--- src/shared/dpm_pkg.sv ---
// Constants for the host-side controller of an asynchronous dual-port RAM with mailbox and token latches.
// Assumes one port of the RAM is wired to this controller's pins and the other port to another host.
// How it works
// Each RAM port is independent; this host drives one port alone.
// Array depth 32K or 64K words, 16 or 18 bits; address 15 or 16 bits.
// Upper and lower lane selects gate each half of the data bus.
// Memory read asserts chip enable and output enable; data waits access delay.
// Token latch access uses latch select instead of chip enable, plus output enable.
// Write ends on rising strobe; data held stable for set-up before it.
// Opposite port write is seen only after flowthrough delay.
// Device drives contention flag to a port touching a busy location.
// Role pin makes contention flags outputs (master) or inputs (slave).
// Several devices combine side by side, one master, rest slaves.
// Eight token latches exist apart from the memory array.
// Each token latch is owned by at most one port at a time.
// Highest word address is the right port's mailbox.
// Second-highest word address is the left port's mailbox.
// Writing the other port's mailbox raises that owner's interrupt flag.
// A port powers down whenever its chip enable is inactive.
// Owner reading its own mailbox clears its flag; other reads leave it.
// Under contention a port cannot set remote interrupt nor clear its own.
// Token writes use bit 0; write zero requests, read zero owns, one releases.
// Token read drives latch value on all data lines, held steady.
// Port data pins float unless a selected read with output enable runs; the RAM model drives the inverse of its last read instead.
package dpm_pkg;
    localparam int DPM_ADDR_W      = 15;
    localparam int DPM_DATA_W      = 18;
    localparam int DPM_TOKEN_W     = 3;
    localparam int DPM_ACCESS_NS   = 25;
    localparam int DPM_SETUP_NS    = 15;
    localparam int DPM_RECOVER_NS  = 10;
    localparam int DPM_CLK_NS      = 10;
    // Least times round up to whole cycles
    localparam int DPM_ACCESS_CYC  = (DPM_ACCESS_NS + DPM_CLK_NS - 1) / DPM_CLK_NS;
    localparam int DPM_SETUP_CYC   = (DPM_SETUP_NS + DPM_CLK_NS - 1) / DPM_CLK_NS;
    localparam int DPM_RECOVER_CYC = (DPM_RECOVER_NS + DPM_CLK_NS - 1) / DPM_CLK_NS;
    localparam int DPM_CNT_W       = 4;

    typedef enum logic [2:0] {
        DPM_IDLE    = 3'b000,
        DPM_SETUP   = 3'b001,
        DPM_STROBE  = 3'b010,
        DPM_RECOVER = 3'b011,
        DPM_DONE    = 3'b100
    } dpm_state_type;
endpackage

--- src/rtl/dpm_host.sv ---
// Host controller for one port of an asynchronous dual-port RAM: memory and token latch reads and writes.
// Assumes the RAM pins are wired directly; the bench resolves the data bus from the enable.
`timescale 1ns/1ps
module dpm_host #(
    parameter int ADDR_W = dpm_pkg::DPM_ADDR_W,
    parameter int DATA_W = dpm_pkg::DPM_DATA_W
) (
    input  wire logic              mclk,
    input  wire logic              rst_b,
    input  wire logic              clk_en,
    // User command side
    input  wire logic              req_valid,
    output logic                   req_ready,
    input  wire logic              req_write,
    input  wire logic              req_token,
    input  wire logic [ADDR_W-1:0] req_addr,
    input  wire logic [DATA_W-1:0] req_wdata,
    input  wire logic              req_upper,
    input  wire logic              req_lower,
    output logic                   rsp_valid,
    output logic [DATA_W-1:0]      rsp_rdata,
    output logic                   rsp_contended,
    // RAM port pins
    output logic [ADDR_W-1:0]      ram_addr,
    output logic                   ram_chip_enable_b,
    output logic                   ram_token_latch_select_b,
    output logic                   ram_output_enable_b,
    output logic                   ram_read_write_b,
    output logic                   ram_upper_byte_lane_select_b,
    output logic                   ram_lower_byte_lane_select_b,
    output logic [DATA_W-1:0]      ram_data_out,
    output logic                   ram_data_oe,
    input  wire logic [DATA_W-1:0] ram_data_in,
    input  wire logic              ram_contention_b,
    input  wire logic              ram_mailbox_irq_b,
    output logic                   mailbox_irq
);
    // Only the two depths and two widths of the part have matching pin maps
    if (ADDR_W != 15 && ADDR_W != 16) begin : g_bad_addr_w
        $error("ADDR_W must be 15 or 16");
    end
    if (DATA_W != 16 && DATA_W != 18) begin : g_bad_data_w
        $error("DATA_W must be 16 or 18");
    end
    // The shared counter must hold the longest timing count
    if (dpm_pkg::DPM_ACCESS_CYC >= (1 << dpm_pkg::DPM_CNT_W)) begin : g_bad_cnt_w
        $error("DPM_CNT_W too narrow for the access count");
    end

    // Transfer walk, one state per cycle unless a count stretches it:
    //   IDLE     accept one request, latch address, data, lanes and kind
    //   SETUP    address and lanes settle with every select still high
    //   STROBE   select low; writes hold the strobe, reads wait the access time
    //   RECOVER  selects high again while write data is still driven as hold
    //   DONE     answer pulse is registered for the following cycle
    // A write answers six cycles after it is taken, a read seven.
    // Contention is only reported; retrying is left to the user, because a
    // slave part cannot tell this host whether its master has settled.
    // The mailbox words are plain addresses here: the top word belongs to
    // the far port and the one below it to this port, so the user decides
    // what a write or read there means.
    // The clock enable freezes every flop, so a stalled transfer simply
    // stretches; the RAM is asynchronous and tolerates longer strobes.

    localparam logic [dpm_pkg::DPM_CNT_W-1:0] ACC_CYC = dpm_pkg::DPM_CNT_W'(dpm_pkg::DPM_ACCESS_CYC);
    localparam logic [dpm_pkg::DPM_CNT_W-1:0] SU_CYC  = dpm_pkg::DPM_CNT_W'(dpm_pkg::DPM_SETUP_CYC);
    localparam logic [dpm_pkg::DPM_CNT_W-1:0] REC_CYC = dpm_pkg::DPM_CNT_W'(dpm_pkg::DPM_RECOVER_CYC);

    dpm_pkg::dpm_state_type          state_q, state_d;
    logic [dpm_pkg::DPM_CNT_W-1:0]   cnt_q, cnt_d;
    logic                            wr_q, wr_d;
    logic                            tok_q, tok_d;
    logic                            up_q, up_d;
    logic                            lo_q, lo_d;
    logic [ADDR_W-1:0]               addr_q, addr_d;
    logic [DATA_W-1:0]               wdata_q, wdata_d, rdata_q, rdata_d;
    logic                            cont_q, cont_d;
    logic                            valid_q, valid_d;

    // True in every state that holds the lanes for a transfer
    function automatic logic in_transfer(input dpm_pkg::dpm_state_type s);
        in_transfer = (s != dpm_pkg::DPM_IDLE);
    endfunction

    // True in the states that drive write data around the strobe
    function automatic logic drives_bus(input dpm_pkg::dpm_state_type s);
        drives_bus = (s == dpm_pkg::DPM_SETUP) || (s == dpm_pkg::DPM_STROBE) ||
                     (s == dpm_pkg::DPM_RECOVER);
    endfunction

    // Last cycle of a strobe or recovery wait
    function automatic logic count_done(input logic [dpm_pkg::DPM_CNT_W-1:0] c);
        count_done = (c <= {{(dpm_pkg::DPM_CNT_W-1){1'b0}}, 1'b1});
    endfunction

    always_comb begin
        state_d = state_q;
        cnt_d   = cnt_q;
        wr_d    = wr_q;
        tok_d   = tok_q;
        up_d    = up_q;
        lo_d    = lo_q;
        addr_d  = addr_q;
        wdata_d = wdata_q;
        rdata_d = rdata_q;
        cont_d  = cont_q;
        valid_d = 1'b0;
        case (state_q)
            dpm_pkg::DPM_IDLE: begin
                if (req_valid) begin
                    wr_d    = req_write;
                    // Low address bits pick one of the eight token latches
                    tok_d   = req_token;
                    addr_d  = req_addr;
                    // Token writes carry only bit 0; zero requests, one releases
                    wdata_d = req_token ? {DATA_W{req_wdata[0]}} : req_wdata;
                    up_d    = req_upper | req_token;
                    lo_d    = req_lower | req_token;
                    cont_d  = 1'b0;
                    cnt_d   = SU_CYC;
                    state_d = dpm_pkg::DPM_SETUP;
                end
            end
            dpm_pkg::DPM_SETUP: begin
                // Address and data settle before any select goes active
                state_d = dpm_pkg::DPM_STROBE;
                cnt_d   = wr_q ? SU_CYC : ACC_CYC;
            end
            dpm_pkg::DPM_STROBE: begin
                // A slave's contention input settles within this window too
                // Under contention the part itself blocks mailbox set and clear
                if (!ram_contention_b) cont_d = 1'b1;
                if (!count_done(cnt_q)) begin
                    cnt_d = cnt_q - 1'b1;
                end else begin
                    // Read data sampled after the full access delay
                    if (!wr_q) rdata_d = ram_data_in;
                    cnt_d   = REC_CYC;
                    state_d = dpm_pkg::DPM_RECOVER;
                end
            end
            dpm_pkg::DPM_RECOVER: begin
                // Selects high for a gap so a token read after write sees the new value
                if (!count_done(cnt_q)) begin
                    cnt_d = cnt_q - 1'b1;
                end else begin
                    state_d = dpm_pkg::DPM_DONE;
                end
            end
            dpm_pkg::DPM_DONE: begin
                valid_d = 1'b1;
                state_d = dpm_pkg::DPM_IDLE;
            end
            default: state_d = dpm_pkg::DPM_IDLE;
        endcase
    end

    // Reset returns every pin to its idle level without waiting for a clock
    always_ff @(posedge mclk or negedge rst_b) begin
        if (!rst_b) begin
            state_q <= dpm_pkg::DPM_IDLE;
            cnt_q   <= '0;
            wr_q    <= 1'b0;
            tok_q   <= 1'b0;
            up_q    <= 1'b0;
            lo_q    <= 1'b0;
            addr_q  <= '0;
            wdata_q <= '0;
            rdata_q <= '0;
            cont_q  <= 1'b0;
            valid_q <= 1'b0;
        end else if (clk_en) begin
            state_q <= state_d;
            cnt_q   <= cnt_d;
            wr_q    <= wr_d;
            tok_q   <= tok_d;
            up_q    <= up_d;
            lo_q    <= lo_d;
            addr_q  <= addr_d;
            wdata_q <= wdata_d;
            rdata_q <= rdata_d;
            cont_q  <= cont_d;
            valid_q <= valid_d;
        end
    end

    logic strobe;
    assign strobe = (state_q == dpm_pkg::DPM_STROBE);

    assign req_ready     = (state_q == dpm_pkg::DPM_IDLE);
    assign rsp_valid     = valid_q;
    assign rsp_rdata     = rdata_q;
    assign rsp_contended = cont_q;

    // Address stays registered through the whole walk
    assign ram_addr                     = addr_q;
    // Chip enable off outside strobes lets the port power down
    assign ram_chip_enable_b            = ~(strobe & ~tok_q);
    assign ram_token_latch_select_b     = ~(strobe & tok_q);
    assign ram_output_enable_b          = ~(strobe & ~wr_q);
    // Strobe rises at the end of STROBE, data held one more state
    assign ram_read_write_b             = ~(strobe & wr_q);
    // Lanes open before the select and close after it
    assign ram_upper_byte_lane_select_b = ~(in_transfer(state_q) & up_q);
    assign ram_lower_byte_lane_select_b = ~(in_transfer(state_q) & lo_q);
    assign ram_data_out                 = wdata_q;
    // Drive only during write, covering set-up and hold around the strobe
    assign ram_data_oe                  = wr_q & drives_bus(state_q);
    // Flag passes straight through; the part clears it on an uncontended read of this port's own mailbox
    assign mailbox_irq                  = ~ram_mailbox_irq_b;
endmodule

--- config.mk ---
export PLATFORM = sky130hd
export DESIGN_NAME = dpm_host
export DESIGN_NICKNAME = d
export VERILOG_FILES = /design/src/shared/dpm_pkg.sv /design/src/rtl/dpm_host.sv
export SDC_FILE = /design/constraint.sdc
export NUM_CORES = 1
export LEC_CHECK = 0
export BUFFER_PORTS_ARGS = -buffer_cell sky130_fd_sc_hd__buf_4
export CAP_MARGIN = 20
export CORE_MARGIN = 5
export CORE_UTILIZATION = 35
export CTS_BUF_LIST = sky130_fd_sc_hd__clkbuf_16
export CTS_CLUSTER_SIZE = 14
export DETAILED_ROUTE_END_ITERATION = 16
export PLACE_DENSITY = 0.73
export SLEW_MARGIN = 5
export SYNTH_ARGS = -nofsm -noshare
export SYNTH_HDL_FRONTEND = slang
export SYNTH_SLANG_ARGS = --single-unit
--- constraint.sdc ---
create_clock -name mclk -period 2.57 [get_ports mclk]
set_input_delay 0.1285 -clock mclk [delete_from_list [all_inputs] [get_ports mclk]]
set_output_delay 0.1285 -clock mclk [all_outputs]
set_load 0.005 [all_outputs]
==> out/results.ini <==
[run_status]
status = finished, final reports clean

[critical_path]
max_stage_delay_ns = 0.43
r2r_setup_slack_ns = 0.50
crit_path_start_kind = flip-flop
cp_num_buf_inv = 1
critPathKind = reg -> reg
critPathArrivalTime_ns = 2.27
r2r_start = cnt_q[0]
reg2reg_to = rsp_rdata[15]
critPathLaunch = cnt_q[0]
r2r_cells = 6
critPathSlowestCell = mux2_4
cp-end-kind = flip-flop
path_delay_family = simple AND/OR/NAND/NOR gates
critPathCapture = rsp_rdata[15]
cp_max_fo = 18
path_cells = inv_1, ha_1, nor2_1, nor3_4, nand4b_4, mux2_4
cp.required_ns = 2.78
cp.depth = 6

[global_routing]
grt_overflow_total = 0
grt_first_pass_wirelength_um = 11600
grt_max_degree = 65
gr-usage-all-layers_pct = 14.6
grt_pass1_vias = 2305
antenna_found_initial = 0

[logic_synthesis]
synth_compound_area_share_pct = 11.5
yosysSeqAreaShare_pct = 58.0
yosys-top-cells-area = dfrtp_1 58%, mux2_2 11%, mux2_4 5.4%
syn_nets = 294
synth_warnings = 0
synth_area_um2 = 2760
yosys.area_share.adder_pct = 0.906
synthTopCellsByCount = 64 x dfrtp_1, 26 x mux2_2, 26 x o21ai_0
synth_top_family_by_area = multiplexers
synth-simple-area-share_pct = 9.74
netlist.area_leader.share_pct = 58.0
synth.area.mux_share_pct = 16.4
syn_inst = 231
synthDistinctLibCells = 34
ys.flop_type = dfrtp_1
avgSynthCellArea_um2 = 12.0
yosysTopAreaCell = dfrtp_1
async_flop_share_pct = 100
yosysMostFrequentCell = dfrtp_1
synth_edf_count = 0
synth_seq_cells = 64
synth-xor-area-share_pct = 0

[floorplan]
dieHeight_um = 98.8
start_util_pct = 35.9
die_area_um2 = 9770
core_area_um2 = 7690
rows = 32
io_pins = 123
die_x_um = 98.8

[finish]
nets = 416
final_cell_count_no_fill = 460
drive_above_1_share_pct = 50.8
diodes = 0
postLayoutCoreUtil_pct = 53.4
area_growth_pct = 48.6

[sta]
final-setup-viol-count = 0
fin_crit_sh_pct = 80.5
tightest_slew_ns = 0.799
final_max_slew_viol_count = 0
finalClockSkew_ns = 0.0107
finalHoldViolations = 0
setup_tns_ns = 0
min_period_ns = 2.07
max_freq_mhz = 483
rsz0062_at_grt = no
relSlewSlack_pct = 46.7

[route]
routed_wl_um = 6900
drt-pass1-iter-count = 4
vias = 2175
drt_iter0_markers = 65
via_per_inst = 4.73
final_antenna_net_count = 0
drc_errors = 0
wl_per_cell_um = 15.0

[power_and_ir_drop]
power_uw = 4970
p_leak_uw = 0.00206
vdd.ir_drop.worst_mv = 0.455
p_per_area_nw_per_um2 = 1210

[clock_tree]
cts_resized = 0
numCtsBuffers = 9
root_buffer = clkbuf_16
clk_pin_slew_ns = 0.06
cts_max_level = 3
cts_buffer_depth = 2
cts_setup_buffers = 0
cts_tree = built
cts.sinks = 64
clk_latency_ns = 0.32

[placement]
gp_congestion = 0.778
dp.cells = 443
dp_hpwl_um = 5040
numPortBuffers = 122

[min_path]
hp-class = in -> reg

[run]
drv_cap = 0

## cells in the final DEF, fill, tap and decap left out, types with 2 or more instances in the layout
cell type / instances
or3_1: 4
nor2_1: 6
nand2_1: 25
a21oi_1: 21
o22a_1: 2
o31ai_1: 2
clkinv_4: 2
dfrtp_1: 64
buf_4: 122
a31o_2: 2
clkbuf_16: 9
nand2b_1: 2
inv_1: 7
bufinv_16: 2
o21ai_0: 26
inv_6: 2
mux2_2: 26
nor2b_1: 3
ha_1: 2
mux2_4: 10
## kinds of logic after synthesis
logic type      count (synthesis)
fa+ha+maj                       2
buf+inv                        21
simple gates                   50
flops                          64
mux                            37
compound gates                 57
## layer usage
metal	part of all wire [%]	track usage [%]	up-vias	routed length (um)
met5	0	0	-	0
met4	0.81	4.41	0	56
met3	6.9	4.67	5	475
met2	51	25.2	72	3550
met1	41	17.4	1048	2820
li1	-	-	1050	-
## through the flow
step | cell area [um2] | worst slack (ns) | hold WS [ns]
2_1_floorplan | 2760 | 0.774 | -0.167
3_3_place_gp | 3760 | 0.573 | 0.271
3_5_place_dp | 3760 | 0.475 | 0.281
4_1_cts | 4100 | 0.488 | 0.0237
5_1_grt | 4100 | 0.339 | 0.0202
6_report | 4100 | 0.500 | 0.0349
## flip-flops by register name, indices dropped and copies added, names as in the netlist
register / count
cnt_q: 4
lo_q: 1
ram_addr: 15
ram_data_out: 18
rsp_contended: 1
rsp_rdata: 18
rsp_valid: 1
state_q: 3
tok_q: 1
up_q: 1
wr_q: 1
## timing repair
item	in CTS	in global routing
hold buffers	1	0
endpoints found under the setup margin	0	0
endpoints found under the hold margin	64	0
## final cells by class
cell class,instances,area [um2]
fill,687,3580
sequential,64,1600
multi-input combinational,146,1070
timing repair buffer,124,946
clock buffer,9,225
tap,102,128
clock inverter,7,103
inverter,8,30.0
## worst min-delay path by stage
stage | from | to | slack, ns | cells past startpoint
global placement | rst_b | ram_addr[10] | 0.27 | 1
CTS | ram_data_in[8] | rsp_rdata[8] | 0.02 | 2
global route | ram_data_in[9] | rsp_rdata[9] | 0.02 | 2
floorplan | rst_b | cnt_q[0] | -0.17 | 0
finish | ram_data_in[8] | rsp_rdata[8] | 0.03 | 2
detailed placement | rst_b | ram_addr[14] | 0.28 | 1
## power breakdown
| group | switching [uW] | internal, uW |
|---|---|---|
| logic | 708 | 1130 |
| registers | 330 | 1480 |
| clock network | 461 | 859 |
No activity file was read; power rests on OpenSTA's default activity.
